**src/core/ocr_pkg.sv**
```systemverilog
// Shared constants, register map and types for the output clock routing block.
package ocr_pkg;
   localparam int DIV_W = 7;
   localparam int NUM_MAIN = 4;
   localparam int NUM_LOOPS = 3;
   localparam int BYTE_W = 8;
   localparam int ADDR_W = 7;
   localparam int MEM_DEPTH = 88;
   localparam int SYNC_STAGES = 2;

   // Byte addresses of the configuration map.
   localparam logic [ADDR_W-1:0] ADDR_DIV_A0 = 7'h08;
   localparam logic [ADDR_W-1:0] ADDR_DIV_A1 = 7'h09;
   localparam logic [ADDR_W-1:0] ADDR_DIV_B0 = 7'h0A;
   localparam logic [ADDR_W-1:0] ADDR_DIV_B1 = 7'h0B;
   localparam logic [ADDR_W-1:0] ADDR_DIV_C = 7'h0C;
   localparam logic [ADDR_W-1:0] ADDR_DIV_D = 7'h0D;
   localparam logic [ADDR_W-1:0] ADDR_SRC_HI = 7'h0E;
   localparam logic [ADDR_W-1:0] ADDR_OUT_CTRL = 7'h0F;
   localparam logic [ADDR_W-1:0] ADDR_DRIVE = 7'h10;
   localparam logic [ADDR_W-1:0] ADDR_LOOP2_FIRST = 7'h11;
   localparam logic [ADDR_W-1:0] ADDR_LOOP2_CTRL = 7'h13;
   localparam logic [ADDR_W-1:0] ADDR_LOOP3_CTRL = 7'h16;
   localparam logic [ADDR_W-1:0] ADDR_OSC = 7'h17;
   localparam logic [ADDR_W-1:0] ADDR_SUSP_OUT = 7'h18;
   localparam logic [ADDR_W-1:0] ADDR_SUSP_LOOP = 7'h19;
   localparam logic [ADDR_W-1:0] ADDR_TABLE_BASE = 7'h40;
   localparam logic [ADDR_W-1:0] ADDR_TABLE_LAST = 7'h57;
   localparam logic [ADDR_W-1:0] TABLE_STRIDE = 7'h03;
   localparam logic [ADDR_W-1:0] TABLE_CTRL_OFS = 7'h02;

   localparam logic [NUM_MAIN-1:0][ADDR_W-1:0] DIV_ADDR_BANK0 = {ADDR_DIV_D, ADDR_DIV_C, ADDR_DIV_B0, ADDR_DIV_A0};
   localparam logic [NUM_MAIN-1:0][ADDR_W-1:0] DIV_ADDR_BANK1 = {ADDR_DIV_D, ADDR_DIV_C, ADDR_DIV_B1, ADDR_DIV_A1};

   // Field positions.
   localparam int BIT_FS0 = 7;
   localparam int BIT_PIN_FUNC = 3;
   localparam int BIT_REF_BUF_EN = 2;
   localparam int BIT_E_DIV_LO = 0;
   localparam int BIT_LOOP_EN = 6;
   localparam int BIT_BANK_SEL = 7;
   localparam int BIT_SUSP_MODE = 7;
   localparam int BIT_OSC_CAP_LO = 2;
   localparam int OSC_CAP_W = 6;
   localparam int NUM_OUTS = 5;

   localparam logic [BYTE_W-1:0] RESET_BYTE = 8'h00;
   localparam logic [DIV_W-1:0] DIV_OFF = 7'h00;

   // Fifth output divider codes and the ratios they stand for.
   localparam logic [1:0] E_CODE_OFF = 2'h0;
   localparam logic [1:0] E_CODE_DIV4 = 2'h1;
   localparam logic [1:0] E_CODE_DIV2 = 2'h2;
   localparam logic [1:0] E_CODE_DIV3 = 2'h3;
   localparam logic [DIV_W-1:0] E_RATIO_4 = 7'h04;
   localparam logic [DIV_W-1:0] E_RATIO_2 = 7'h02;
   localparam logic [DIV_W-1:0] E_RATIO_3 = 7'h03;

   // Main output source codes.
   localparam logic [2:0] SRC_REF = 3'h0;
   localparam logic [2:0] SRC_RSVD = 3'h1;
   localparam logic [2:0] SRC_L1_P0 = 3'h2;
   localparam logic [2:0] SRC_L1_P180 = 3'h3;
   localparam logic [2:0] SRC_L2_P0 = 3'h4;
   localparam logic [2:0] SRC_L2_P180 = 3'h5;
   localparam logic [2:0] SRC_L3_P0 = 3'h6;
   localparam logic [2:0] SRC_L3_P180 = 3'h7;

   typedef enum logic [1:0] {
      OCR_ST_WAIT = 2'h0,
      OCR_ST_FILL = 2'h1,
      OCR_ST_LATCH = 2'h3,
      OCR_ST_RUN = 2'h2
   } ocr_state_t;

   typedef struct packed {
      logic [2:0] src_code;
      logic [DIV_W-1:0] ratio0;
      logic [DIV_W-1:0] ratio1;
   } ocr_main_cfg_t;
endpackage : ocr_pkg

```
**src/core/ocr_sync.sv**
```systemverilog
// Two-stage synchroniser for asynchronous pin inputs.
`timescale 1ns/1ps
module ocr_sync #(
   parameter int WIDTH = 1,
   parameter int STAGES = ocr_pkg::SYNC_STAGES
) (
   input wire logic clock,
   input wire logic rst_n,
   input wire logic [WIDTH-1:0] async_in,
   output logic [WIDTH-1:0] sync_out
);
   logic [STAGES-1:0][WIDTH-1:0] stage_r;

   if (STAGES < 2) begin : g_bad_stages
      $error("ocr_sync needs at least two stages");
   end

   always_ff @(posedge clock) begin
      if (!rst_n) begin
         stage_r <= '0;
      end else begin
         stage_r <= {stage_r[STAGES-2:0], async_in};
      end
   end

   assign sync_out = stage_r[STAGES-1];
endmodule : ocr_sync

```
**src/core/ocr_post_div.sv**
```systemverilog
// Post divider counting source half periods, with a bank switch applied only at a safe edge.
`timescale 1ns/1ps
module ocr_post_div #(
   parameter int WIDTH = ocr_pkg::DIV_W
) (
   input wire logic clock,
   input wire logic rst_n,
   input wire logic run,
   input wire logic src,
   input wire logic [WIDTH-1:0] ratio0,
   input wire logic [WIDTH-1:0] ratio1,
   input wire logic bank_sel,
   output logic clk_out
);
   logic src_d_r;
   logic bank_r;
   logic [WIDTH-1:0] cnt_r;
   logic out_r;
   logic [WIDTH-1:0] ratio;
   logic src_edge;
   logic wrap;

   if (WIDTH < 2) begin : g_bad_width
      $error("ocr_post_div width too small");
   end

   assign ratio = bank_r ? ratio1 : ratio0;
   assign src_edge = src ^ src_d_r;
   assign wrap = src_edge && ({1'b0, cnt_r} + {{WIDTH{1'b0}}, 1'b1} >= {1'b0, ratio});

   always_ff @(posedge clock) begin
      if (!rst_n) begin
         src_d_r <= 1'b0;
      end else begin
         src_d_r <= src;
      end
   end

   // Toggling every ratio half periods gives fifty percent duty for odd ratios too.
   always_ff @(posedge clock) begin
      if (!rst_n || !run || ratio == '0) begin
         cnt_r <= '0;
         out_r <= 1'b0;
      end else if (wrap) begin
         cnt_r <= '0;
         out_r <= ~out_r;
      end else if (src_edge) begin
         cnt_r <= WIDTH'(cnt_r + 1'b1);
      end
   end

   // A bank change waits until the output falls or is already low, so no short pulse appears.
   always_ff @(posedge clock) begin
      if (!rst_n) begin
         bank_r <= 1'b0;
      end else if (!out_r && !src_edge) begin
         bank_r <= bank_sel;
      end else if (wrap && out_r) begin
         bank_r <= bank_sel;
      end
   end

   assign clk_out = out_r;
endmodule : ocr_post_div

```
**src/core/ocr_top.sv**
```systemverilog
// Output clock routing, post dividers, shutdown and suspend control.
//
// Behaviour
// - Cross point routes reference or any loop into each of four 7-bit dividers.
// - Outputs A and B pick one of two divider registers by the bank select bit.
// - Outputs C and D use one divider register each, never switched.
// - Output E divides loop one: 00 off, 01 by four, 10 by two, 11 by three.
// - Main dividers take ratios 1 to 127; zero powers down and tristates.
// - Odd ratios get fifty percent duty without extra setup.
// - Three-bit source code picks reference or a loop at 0 or 180 degrees.
// - Reference buffer drives only while its enable bit is high.
// - Pin-function bit high makes the pin full shutdown, low makes it output enable.
// - Shutdown pin low tristates every clock output.
// - Full shutdown also stops loops, counters and the oscillator.
// - Suspend low stops chosen loops fully and tristates chosen outputs.
// - Each loop and output can be disabled on its own by configuration.
// - Divider writes act immediately and may glitch an active output.
// - Each configuration byte takes effect at its own acknowledge.
// - Configuration writes keep working while the shutdown pin is low.
// - Crystal load setting may be rewritten at run time.
// - Serial pin levels latched at start-up plus live third select index the table.
// - Bank changes from the third select input are glitch free.
// - Loop one disabled turns off every output derived from it.
`timescale 1ns/1ps
module ocr_top (
   input wire logic clock,
   input wire logic rst_n,
   input wire logic [ocr_pkg::ADDR_W-1:0] cfg_addr,
   input wire logic [ocr_pkg::BYTE_W-1:0] cfg_wdata,
   input wire logic cfg_we,
   input wire logic cfg_re,
   output logic [ocr_pkg::BYTE_W-1:0] cfg_rdata,
   output logic cfg_rvalid,
   input wire logic select_bit_zero_pin,
   input wire logic select_bit_one_pin,
   input wire logic third_select_or_suspend_pin,
   input wire logic shutdown_oe_pin,
   input wire logic ref_src,
   input wire logic [ocr_pkg::NUM_LOOPS-1:0] loop_src,
   output logic output_clock_a,
   output logic output_clock_b,
   output logic output_clock_c,
   output logic output_clock_d,
   output logic output_clock_e,
   output logic [ocr_pkg::NUM_OUTS-1:0] output_oe,
   output logic ref_buffer_out,
   output logic ref_buffer_oe,
   output logic [ocr_pkg::NUM_LOOPS-1:0] loop_run,
   output logic osc_run,
   output logic [ocr_pkg::OSC_CAP_W-1:0] osc_cap
);
   logic [ocr_pkg::BYTE_W-1:0] cfg_mem [ocr_pkg::MEM_DEPTH];
   logic [3:0] pins_s;
   logic sel0_s;
   logic sel1_s;
   logic sel2_s;
   logic sd_pin_s;
   ocr_pkg::ocr_state_t state_r;
   logic [2:0] idx_lat_r;
   logic [2:0] idx;
   logic [ocr_pkg::ADDR_W-1:0] entry_addr;
   logic [ocr_pkg::BYTE_W-1:0] entry;
   logic susp_mode;
   logic susp_active;
   logic outputs_off;
   logic full_shutdown;
   logic [ocr_pkg::NUM_LOOPS-1:0] loop_cfg_en;
   logic [ocr_pkg::NUM_LOOPS-1:0] loop_ok;
   logic [ocr_pkg::NUM_OUTS-1:0] susp_out;
   logic [ocr_pkg::NUM_OUTS-1:0] div_out;
   logic [ocr_pkg::NUM_OUTS-1:0] oe_nxt;
   logic [1:0] e_code;
   logic [ocr_pkg::DIV_W-1:0] e_ratio;
   logic bank_sel;

   function automatic logic is_mapped(input logic [ocr_pkg::ADDR_W-1:0] a);
      return (a >= ocr_pkg::ADDR_DIV_A0 && a <= ocr_pkg::ADDR_SUSP_LOOP) ||
             (a >= ocr_pkg::ADDR_TABLE_BASE && a <= ocr_pkg::ADDR_TABLE_LAST);
   endfunction : is_mapped

   // Returns 1 to 3 for the loop feeding a source code, 0 for the reference.
   function automatic logic [1:0] src_loop(input logic [2:0] code);
      case (code)
         ocr_pkg::SRC_L1_P0, ocr_pkg::SRC_L1_P180: begin
            return 2'h1;
         end
         ocr_pkg::SRC_L2_P0, ocr_pkg::SRC_L2_P180: begin
            return 2'h2;
         end
         ocr_pkg::SRC_L3_P0, ocr_pkg::SRC_L3_P180: begin
            return 2'h3;
         end
         default: begin
            return 2'h0;
         end
      endcase
   endfunction : src_loop

   function automatic logic pick_src(input logic [2:0] code, input logic r, input logic [2:0] l);
      case (code)
         ocr_pkg::SRC_REF: begin
            return r;
         end
         ocr_pkg::SRC_L1_P0: begin
            return l[0];
         end
         ocr_pkg::SRC_L1_P180: begin
            return ~l[0];
         end
         ocr_pkg::SRC_L2_P0: begin
            return l[1];
         end
         ocr_pkg::SRC_L2_P180: begin
            return ~l[1];
         end
         ocr_pkg::SRC_L3_P0: begin
            return l[2];
         end
         ocr_pkg::SRC_L3_P180: begin
            return ~l[2];
         end
         default: begin
            return 1'b0;
         end
      endcase
   endfunction : pick_src

   ocr_sync #(.WIDTH(4), .STAGES(ocr_pkg::SYNC_STAGES)) u_pin_sync (
      .clock(clock),
      .rst_n(rst_n),
      .async_in({shutdown_oe_pin, third_select_or_suspend_pin, select_bit_one_pin, select_bit_zero_pin}),
      .sync_out(pins_s)
   );
   assign {sd_pin_s, sel2_s, sel1_s, sel0_s} = pins_s;

   // Each byte lands at its own strobe, also during shutdown.
   always_ff @(posedge clock) begin
      if (!rst_n) begin
         for (int i = 0; i < ocr_pkg::MEM_DEPTH; i++) begin
            cfg_mem[i] <= ocr_pkg::RESET_BYTE;
         end
      end else if (cfg_we && is_mapped(cfg_addr)) begin
         cfg_mem[cfg_addr] <= cfg_wdata;
      end
   end

   always_ff @(posedge clock) begin
      if (!rst_n) begin
         cfg_rdata <= ocr_pkg::RESET_BYTE;
         cfg_rvalid <= 1'b0;
      end else begin
         cfg_rvalid <= cfg_re;
         if (cfg_re) begin
            cfg_rdata <= is_mapped(cfg_addr) ? cfg_mem[cfg_addr] : ocr_pkg::RESET_BYTE;
         end
      end
   end

   // Start-up: wait for the synchroniser to fill, then latch the serial pin levels once.
   always_ff @(posedge clock) begin
      if (!rst_n) begin
         state_r <= ocr_pkg::OCR_ST_WAIT;
         idx_lat_r <= 3'h0;
      end else begin
         case (state_r)
            ocr_pkg::OCR_ST_WAIT: begin
               state_r <= ocr_pkg::OCR_ST_FILL;
            end
            ocr_pkg::OCR_ST_FILL: begin
               state_r <= ocr_pkg::OCR_ST_LATCH;
            end
            ocr_pkg::OCR_ST_LATCH: begin
               idx_lat_r <= {1'b0, sel1_s, sel0_s};
               state_r <= ocr_pkg::OCR_ST_RUN;
            end
            ocr_pkg::OCR_ST_RUN: begin
               state_r <= ocr_pkg::OCR_ST_RUN;
            end
            default: begin
               state_r <= ocr_pkg::OCR_ST_WAIT;
            end
         endcase
      end
   end

   assign susp_mode = cfg_mem[ocr_pkg::ADDR_SUSP_LOOP][ocr_pkg::BIT_SUSP_MODE];
   assign susp_active = susp_mode && !sel2_s;
   assign idx = {(susp_mode ? 1'b0 : sel2_s), idx_lat_r[1:0]};
   assign entry_addr = ocr_pkg::ADDR_TABLE_BASE + ocr_pkg::ADDR_W'(idx * ocr_pkg::TABLE_STRIDE) +
                       ocr_pkg::TABLE_CTRL_OFS;
   assign entry = cfg_mem[entry_addr];
   assign bank_sel = entry[ocr_pkg::BIT_BANK_SEL];

   assign outputs_off = !sd_pin_s;
   assign full_shutdown = cfg_mem[ocr_pkg::ADDR_OUT_CTRL][ocr_pkg::BIT_PIN_FUNC] && !sd_pin_s;
   assign loop_cfg_en = {cfg_mem[ocr_pkg::ADDR_LOOP3_CTRL][ocr_pkg::BIT_LOOP_EN],
                         cfg_mem[ocr_pkg::ADDR_LOOP2_CTRL][ocr_pkg::BIT_LOOP_EN],
                         entry[ocr_pkg::BIT_LOOP_EN]};
   assign loop_ok = loop_cfg_en &
                    ~(cfg_mem[ocr_pkg::ADDR_SUSP_LOOP][ocr_pkg::NUM_LOOPS-1:0] & {ocr_pkg::NUM_LOOPS{susp_active}}) &
                    {ocr_pkg::NUM_LOOPS{!full_shutdown}};
   assign susp_out = cfg_mem[ocr_pkg::ADDR_SUSP_OUT][ocr_pkg::NUM_OUTS-1:0] &
                     {ocr_pkg::NUM_OUTS{susp_active}};

   genvar k;
   generate
      for (k = 0; k < ocr_pkg::NUM_MAIN; k++) begin : g_main
         ocr_pkg::ocr_main_cfg_t mcfg;
         logic [1:0] lp;
         logic src_ok;
         assign mcfg.src_code = {cfg_mem[ocr_pkg::ADDR_SRC_HI][2*k+1 -: 2],
                                 cfg_mem[ocr_pkg::DIV_ADDR_BANK0[k]][ocr_pkg::BIT_FS0]};
         assign mcfg.ratio0 = cfg_mem[ocr_pkg::DIV_ADDR_BANK0[k]][ocr_pkg::DIV_W-1:0];
         assign mcfg.ratio1 = cfg_mem[ocr_pkg::DIV_ADDR_BANK1[k]][ocr_pkg::DIV_W-1:0];
         assign lp = src_loop(mcfg.src_code);
         assign src_ok = (lp == 2'h0) ? !full_shutdown : loop_ok[lp - 2'h1];
         ocr_post_div #(.WIDTH(ocr_pkg::DIV_W)) u_div (
            .clock(clock),
            .rst_n(rst_n),
            .run(src_ok),
            .src(pick_src(mcfg.src_code, ref_src, loop_src)),
            .ratio0(mcfg.ratio0),
            .ratio1(mcfg.ratio1),
            .bank_sel((k < 2) ? bank_sel : 1'b0),
            .clk_out(div_out[k])
         );
         assign oe_nxt[k] = (mcfg.ratio0 != ocr_pkg::DIV_OFF || (k < 2 && mcfg.ratio1 != ocr_pkg::DIV_OFF)) &&
                            ((k < 2 && bank_sel) ? mcfg.ratio1 : mcfg.ratio0) != ocr_pkg::DIV_OFF &&
                            src_ok && !outputs_off && !susp_out[k];
      end
   endgenerate

   assign e_code = cfg_mem[ocr_pkg::ADDR_OUT_CTRL][ocr_pkg::BIT_E_DIV_LO +: 2];
   always_comb begin
      case (e_code)
         ocr_pkg::E_CODE_DIV4: begin
            e_ratio = ocr_pkg::E_RATIO_4;
         end
         ocr_pkg::E_CODE_DIV2: begin
            e_ratio = ocr_pkg::E_RATIO_2;
         end
         ocr_pkg::E_CODE_DIV3: begin
            e_ratio = ocr_pkg::E_RATIO_3;
         end
         default: begin
            e_ratio = ocr_pkg::DIV_OFF;
         end
      endcase
   end

   ocr_post_div #(.WIDTH(ocr_pkg::DIV_W)) u_div_e (
      .clock(clock),
      .rst_n(rst_n),
      .run(loop_ok[0]),
      .src(loop_src[0]),
      .ratio0(e_ratio),
      .ratio1(e_ratio),
      .bank_sel(1'b0),
      .clk_out(div_out[ocr_pkg::NUM_OUTS-1])
   );
   assign oe_nxt[ocr_pkg::NUM_OUTS-1] = e_code != ocr_pkg::E_CODE_OFF && loop_ok[0] && !outputs_off &&
                                        !susp_out[ocr_pkg::NUM_OUTS-1];

   always_ff @(posedge clock) begin
      if (!rst_n) begin
         {output_clock_e, output_clock_d, output_clock_c, output_clock_b, output_clock_a} <= '0;
         output_oe <= '0;
      end else begin
         {output_clock_e, output_clock_d, output_clock_c, output_clock_b, output_clock_a} <= div_out & oe_nxt;
         output_oe <= oe_nxt;
      end
   end

   always_ff @(posedge clock) begin
      if (!rst_n) begin
         ref_buffer_out <= 1'b0;
         ref_buffer_oe <= 1'b0;
      end else begin
         ref_buffer_oe <= cfg_mem[ocr_pkg::ADDR_OUT_CTRL][ocr_pkg::BIT_REF_BUF_EN] && !outputs_off;
         ref_buffer_out <= ref_src && cfg_mem[ocr_pkg::ADDR_OUT_CTRL][ocr_pkg::BIT_REF_BUF_EN] && !outputs_off;
      end
   end

   always_ff @(posedge clock) begin
      if (!rst_n) begin
         loop_run <= '0;
         osc_run <= 1'b0;
         osc_cap <= '0;
      end else begin
         loop_run <= loop_ok;
         osc_run <= !full_shutdown;
         osc_cap <= cfg_mem[ocr_pkg::ADDR_OSC][ocr_pkg::BIT_OSC_CAP_LO +: ocr_pkg::OSC_CAP_W];
      end
   end
endmodule : ocr_top

```
**config.mk**
```make
export PLATFORM = sky130hd
export DESIGN_NAME = ocr_top
export DESIGN_NICKNAME = d
export VERILOG_FILES = /design/src/core/ocr_pkg.sv /design/src/core/ocr_sync.sv /design/src/core/ocr_post_div.sv /design/src/core/ocr_top.sv
export SDC_FILE = /design/constraint.sdc
export NUM_CORES = 1
export LEC_CHECK = 0
export BUFFER_PORTS_ARGS = -buffer_cell sky130_fd_sc_hd__buf_2
export CAP_MARGIN = 20
export CORE_MARGIN = 5
export CORE_UTILIZATION = 64
export DETAILED_ROUTE_END_ITERATION = 6
export PLACE_DENSITY = 0.91
export SLEW_MARGIN = 20
export SYNTH_ARGS = -nofsm -noshare
export SYNTH_HDL_FRONTEND = slang
export SYNTH_SLANG_ARGS = --single-unit
```
**constraint.sdc**
```tcl
create_clock -name clock -period 7.5 [get_ports clock]
set_clock_uncertainty 0.15 [all_clocks]
set_input_delay 1.5 -clock clock [delete_from_list [all_inputs] [get_ports clock]]
set_output_delay 1.5 -clock clock [all_outputs]
set_load 0.1 [all_outputs]
```
# Word-level counts from Yosys, hierarchy flattened
# Memory sizes are Yosys's and may differ from the RTL's. A register that Yosys moved wholly into a read port is not among the register bits.
# Cells that the tools add are included.
# W data, S select, Z words.
[op_classes] multipliers=1 bitwise=19 add_sub_neg=16 eq_ne=30 mux=39 n_reduce_logical=110 n_lt_le_gt_ge=13
[op_table] cell="$reduce_bool A7 Y1" count=8
[op_table] cell="$eq A3 B3 Y1 const B" count=16
[op_table] cell="$add A7 B1 Y8 const B" count=5
[op_table] cell="$reduce_or A2 Y1" count=18
[op_table] cell="$add A7 B1 Y7 const B" count=5
[op_table] cell="$logic_not A7 Y1" count=5
[op_table] cell="$mux W7" count=5
[op_table] cell="$logic_and A1 B1 Y1" count=34
[op_table] cell="$ge A8 B7 Y1" count=4
[op_table] cell="$pmux W2 S3" count=5
[op_table] cell="$pmux W1 S7" count=4
[op_table] cell="$eq A3 B2 Y1 const B" count=8
[op_table] cell="$logic_not A1 Y1" count=19
[op_table] cell="$mux W1" count=18
[op_table] cell="$mux W8" count=2
[op_table] cell="$logic_or A1 B1 Y1" count=13
[op_table] cell="$logic_not A3 Y1" count=4
[op_table] cell="$lt A2 B3 Y1 const B" count=4
[op_table] cell="$and A5 B5 Y5" count=2
[op_table] cell="$logic_not A2 Y1" count=5
[op_table] cell="$and A3 B3 Y3" count=3
[op_table] cell="$pmux W3 S3" count=1
[op_table] cell="$bmux W1 S2" count=4
[op_table] cell="$eq A2 B2 Y1 const B" count=4
[op_table] cell="other kinds (15)" count=32
[totals] memories=1 ramBits=704 register_bits=84 output_inout_bits=31 elab_cells=262 inputBits=27
[mem_list] memory="cfg_mem" depth=88 word_bits=8 rd=15 rd_clocked_by_memory_dff=1 write_ports=88 line_no="ocr_top.sv:52" rtl="logic [ocr_pkg::BYTE_W-1:0] cfg_mem [ocr_pkg::MEM_DEPTH];"

# Longest topological paths before layout
# An unclocked memory read counts as a cell.
[logic_depth] word_depth=15 depth_mapped=14 ltp_nobuf=12

# Modules after synthesis
# Synthesis repeated with hierarchy kept, for this count alone.
[hier_totals] hier_cells=2510 area_unflattened_um2=32139.6
[modules_own_cells] module="ocr_top" cells_each=2010 area_each_um2=27926.8 seq_area_each_um2=18237.5 instances=1
[modules_own_cells] module="ocr_post_div" cells_each=96 area_each_um2=794.5 seq_area_each_um2=200.2 instances=5
[modules_own_cells] module="ocr_sync" cells_each=20 area_each_um2=240.2 seq_area_each_um2=160.2 instances=1

# Worst setup path after synthesis
# Ideal clock, no wire load.
[synth_path] path_kind="input to register" from="input port cfg_addr[2] in the netlist's numbering" to="memory cfg_mem[64][0] in the netlist's numbering (enable)" path_buffers=3 required_ns=6.966 stages=8 arrival_time_ns=3.558 setup_time_ns=0.384 setup_slack_ns=3.408 path_cell_list="buf_2 > o311a_1 > nor3_1 > and3_1 > clkbuf_1 > nand3_1 > clkbuf_1 > o21ai_0"
[synth_rtl] item="from (decl)" line_no="ocr_top.sv:28" rtl="input wire logic [ocr_pkg::ADDR_W-1:0] cfg_addr,"
[synth_rtl] item="to (decl)" line_no="ocr_top.sv:52"

# Final worst setup path
[layout_path] from="input port cfg_addr[0] in the netlist's numbering" to="register cfg_rdata[0] in the netlist's numbering"
[layout_between] elab_chain_len=4 word_cells_on_any_way=9 classes_between="order compare (4); mux (1); reduce/logical (3); memory (1)"
[layout_lines] item="branches (longest 3 deep; another with $mem_v2 Z88 W8)"
[layout_lines] item="$mux W8 *" line_no="ocr_top.sv:154" rtl="cfg_rdata <= is_mapped(cfg_addr) ? cfg_mem[cfg_addr] : ocr_pkg::RESET_BYTE;"
[layout_lines] item="to (signal assigned)" line_no="ocr_top.sv:149" rtl="cfg_rdata <= ocr_pkg::RESET_BYTE;"
[layout_lines] item="to (signal assigned)" line_no="ocr_top.sv:154"
[layout_lines] item="to (decl)" line_no="ocr_top.sv:32" rtl="output logic [ocr_pkg::BYTE_W-1:0] cfg_rdata,"
# Mark *: on every way between the ends.
# A chain may end at the register's enable or synchronous reset.

==> results.txt <==
----------------------------------------------------
[Worst setup path]
  Logic depth of the worst register-to-register path ... 12
  R2r endpoint ... output_clock_b
  CP Max Fanout ... 45
  Category of the critical setup timing path ... primary input to flip-flop
  R2R Path Start ... cfg_mem[25][7]
  Arrival @ worst endpoint ... 5350 ps
  Data required time of the worst path ... 7930 ps
  Flop-to-flop setup slack ... 3220 ps
  Critical Path Sink Type ... flip-flop
  Critical Path Source Type ... primary input
  Launch point of the critical path ... cfg_addr[0]

[Finish]
  Area occupied by registers ... 17,900 um2
  Number of diodes ... 0
  Fin nets ... 2,651
  Footprint of the multi-input gates ... 11,400 um2
  Filler cell count ... 2,874
  Count of placed standard cells in the final layout, fillers left out ... 3,216
  Cell area after layout ... 32,800 um2
  Core utilization of the finished layout ... 72.0%
  Share of post-route cells with drive strength above 1 ... 9.40%
  Area added between synthesis and finish ... 11.1%

[Clocking]
  Clock Pin Slew Worst Setup and Hold Paths ... 60 ps
  Number of sinks driven by the clock tree ... 626
  Root cell of the clock tree ... sky130_fd_sc_hd__clkbuf_16
  Number of buffers added by the clock tree synthesis step ... 60
  Hold-fix buffers, CTS ... 0
  Buffers from clock root to sink, at most ... 3
  Cells resized by post-CTS repair ... 0
  Buffers inserted during post-CTS setup optimization ... 0
  TritonCTS clock tree ... done
  Level count of the clock H-tree ... 2
  Latest clock arrival within the worst-skew pair ... 650 ps

[GRT]
  Wire length of the first global-routing pass ... 129,000 um
  All-layer global routing usage ... 33.9%
  Number of antenna violations at the first check in global routing ... 1
  Largest net degree at the start of global routing ... 85
  Number of global-route vias before repair ... 20,800
  GRT Residual Overflow ... 0

[STA]
  RSZ-0062 raised after global routing ... false
  Period minus WS final ... 4920 ps
  Headroom to the max-slew limit ... 14.6%
  Setup violations, final ... 0
  Final Cycle Share ... 65.6%
  Transition time at the pin with the least slew margin ... 1250 ps
  Max Freq ... 203 MHz
  Accumulated negative setup slack ... 0 ps
  Final hold violations ... 0
  Final count of pins violating max slew ... 0
  Setup slack of the critical path after layout ... 2580 ps
  Final hold slack ... 301 ps

[Power and ir drop]
  Share of total power in the clock network ... 38.7%
  Leak pwr ... 12.3 nW
  Sequential cell fraction of total power ... 52.2%
  Sw Pwr ... 1.94 mW
  Switching Share ... 24.6%
  Combinational fraction of design power ... 9.1%
  Total power draw ... 7.87 mW
  Cell internal power dissipation ... 5.93 mW
  Worst-case vdd ir drop ... 0.000216 V
  Total power density per cell area ... 240 nW/um2

[Logic synthesis]
  Synthesized area per cell ... 12.4 um2
  Portion of the post-synthesis area used by sequential elements ... 60.7%
  Async set or reset register ratio after synthesis ... 0%
  Count of yosys warnings during synthesis ... 0
  Register bit count reported by yosys ... 626
  Netlist area before placement ... 29,500 um2
  Ys flop type ... sky130_fd_sc_hd__edfxtp_1
  Post-synth EDFFs ... 536
  Cell variety after synth ... 71
  Mapped Cells ... 2,371

[Detailed routing]
  Average routed wire per standard cell ... 26.9 um
  DRC violation count after routing ... 2
  Count of antenna-violating nets left after detailed routing ... 0
  Vias/cell ... 6.53
  Total iterations of the first detailed-routing run ... 7
  Count of routing violations after the opening detailed-route iteration ... 3,077
  Final WL ... 86,400 um
  Routed via count ... 21,000

[Hold path]
  Worst hold path endpoint ... u_pin_sync.sync_out[1]
  Instance count along the most critical hold path ... 1
  Hold crit path type ... flip-flop to flip-flop
  Startpoint of the lowest-slack hold path ... u_pin_sync.stage_r[1]

[Placement]
  Dpl cell area ... 30,800 um2
  Count of buffers from port buffering ... 57
  Dpl hpwl ... 56,700 um
  Final GP Congestion ... 1.00
  Total placed cells including tap cells ... 3,101
  Dpl ws ... 2190 ps

[Job]
  MaxCap Viol Count ... 0

[Outcome]
  Result of the run ... finished, violations left
  Violated checks ... DRC

[Die]
  Die Ht ... 225 um
  Area enclosed by the die boundary ... 50,500 um2
  Std-Cell Core Area ... 45,500 um2
  Initial cell density of the core ... 64.8%
  Overall die width ... 225 um
  Num rows ... 78
  I/O Pins ... 58

----------------------------------------------------
synth_stat cells, types with 19 or more instances:
cell / number / area, um2
sky130_fd_sc_hd__a21oi_1: 74 / 370
sky130_fd_sc_hd__a22oi_1: 35 / 263
sky130_fd_sc_hd__and2_1: 368 / 2300
sky130_fd_sc_hd__buf_2: 34 / 170
sky130_fd_sc_hd__clkbuf_1: 97 / 364
sky130_fd_sc_hd__dfxtp_1: 90 / 1800
sky130_fd_sc_hd__edfxtp_1: 536 / 16100
sky130_fd_sc_hd__ha_1: 57 / 713
sky130_fd_sc_hd__inv_1: 80 / 300
sky130_fd_sc_hd__mux2_2: 40 / 450
sky130_fd_sc_hd__mux2i_1: 108 / 1080
sky130_fd_sc_hd__mux4_2: 30 / 676
sky130_fd_sc_hd__nand2_1: 89 / 334
sky130_fd_sc_hd__nand2b_1: 22 / 138
sky130_fd_sc_hd__nand3_1: 31 / 155
sky130_fd_sc_hd__nor2_1: 155 / 582
sky130_fd_sc_hd__nor2b_1: 24 / 150
sky130_fd_sc_hd__nor3_1: 23 / 115
sky130_fd_sc_hd__o211ai_1: 19 / 143
sky130_fd_sc_hd__o21ai_0: 125 / 626
sky130_fd_sc_hd__o221ai_1: 34 / 298
sky130_fd_sc_hd__o22ai_1: 58 / 363
sky130_fd_sc_hd__xnor2_1: 24 / 210
sky130_fd_sc_hd__xor2_1: 25 / 219
power groups by stage:
| stage | clock (mW) | sequential [mW] | combinational (mW) |
|---|---|---|---|
| global placement | 0 | 4.16 | 0.659 |
| floorplan | 0 | 4.14 | 0.427 |
| global route | 3.19 | 4.12 | 0.752 |
| finish | 3.04 | 4.11 | 0.718 |
| detailed placement | 0 | 4.17 | 0.678 |
| CTS | 3.05 | 4.10 | 0.689 |
logic make-up (layout without fill, tap and decap cells):
logic type / after synthesis / count (layout) / synth area share [%]
buffers and inverters: 224 / 270 / 3.12
multiplexers: 180 / 180 / 7.66
AO/OA/AOI/OAI: 453 / 453 / 10.2
XOR/XNOR: 49 / 49 / 1.46
AND/OR/NAND/NOR: 781 / 781 / 14.4
flip-flops: 626 / 626 / 60.7
adder cells (fa/ha/maj): 57 / 57 / 2.42
other: 1 / 200 / 0.0127
metal layers:
layer / vias up / GRT usage (%) / wire length (um)
li1: 8930 / - / -
met1: 10000 / 44.1 / 29700
met2: 1636 / 52.2 / 39000
met3: 408 / 9.24 / 11500
met4: 0 / 19.0 / 6190
met5: - / 0 / 0
critical path, cell delays in order:
cell and delay [ps]:
sky130_fd_sc_hd__buf_4 480, sky130_fd_sc_hd__buf_4 490, sky130_fd_sc_hd__or2_2 670, sky130_fd_sc_hd__nor2_1 130, sky130_fd_sc_hd__a21oi_1 240, sky130_fd_sc_hd__a21oi_1 140
sky130_fd_sc_hd__o21a_1 270, sky130_fd_sc_hd__a2111oi_0 1070, sky130_fd_sc_hd__a32o_1 300
sequential cells by signal (all words and copies together), names as in the netlist, 2 cells and up:
register and cells:
g_main.u_div.bank_r 2, g_main.u_div.cnt_r 28, state_r 2, u_pin_sync.sync_out 4
osc_cap 6, g_main.u_div.clk_out 4, u_pin_sync.stage_r 4, output_oe 5
loop_run 3, u_div_e.cnt_r 7, idx_lat_r 2, g_main.u_div.src_d_r 4
cfg_mem 536, cfg_rdata 8
worst max-delay path by stage:
stage / to / cells past startpoint
floorplan: cfg_mem[64][0] / 8
global placement: cfg_rdata[0] / 9
detailed placement: cfg_rdata[0] / 9
CTS: cfg_rdata[0] / 9
global route: cfg_rdata[0] / 9
finish: cfg_rdata[0] / 9
layout by cell type, fill, tap and decap left out, drive strengths merged, types with 7 or more instances in the layout:
cell type / instances
a211oi: 7
a221oi: 11
nand3: 31
and2: 368
o211ai: 19
xor2: 25
mux2i: 108
o221ai: 34
inv: 80
o21ai: 127
nand2b: 22
a21oi: 74
xnor2: 24
mux2: 40
ha: 57
or2: 8
dfxtp: 90
buf: 76
or3: 8
clkbuf: 84
nand2: 89
a2111oi: 7
nor4: 8
clkinv: 23
mux4: 32
nor2: 155
conb: 200
and3: 15
o22ai: 58
nor3: 23
o21a: 8
nor2b: 24
a22oi: 35
nand3b: 13
o22a: 11
a21o: 10
edfxtp: 536
layout make-up:
| cell class | count | area share [%] |
|---|---|---|
| clock buffer | 81 | 5.01 |
| clock inverter | 30 | 0.920 |
| inverter | 80 | 0.916 |
| multi-input combinational | 1720 | 34.8 |
| sequential | 626 | 54.6 |
| tap | 600 | 2.29 |
| timing repair buffer | 79 | 1.39 |
(Power assumes the default switching activity.)
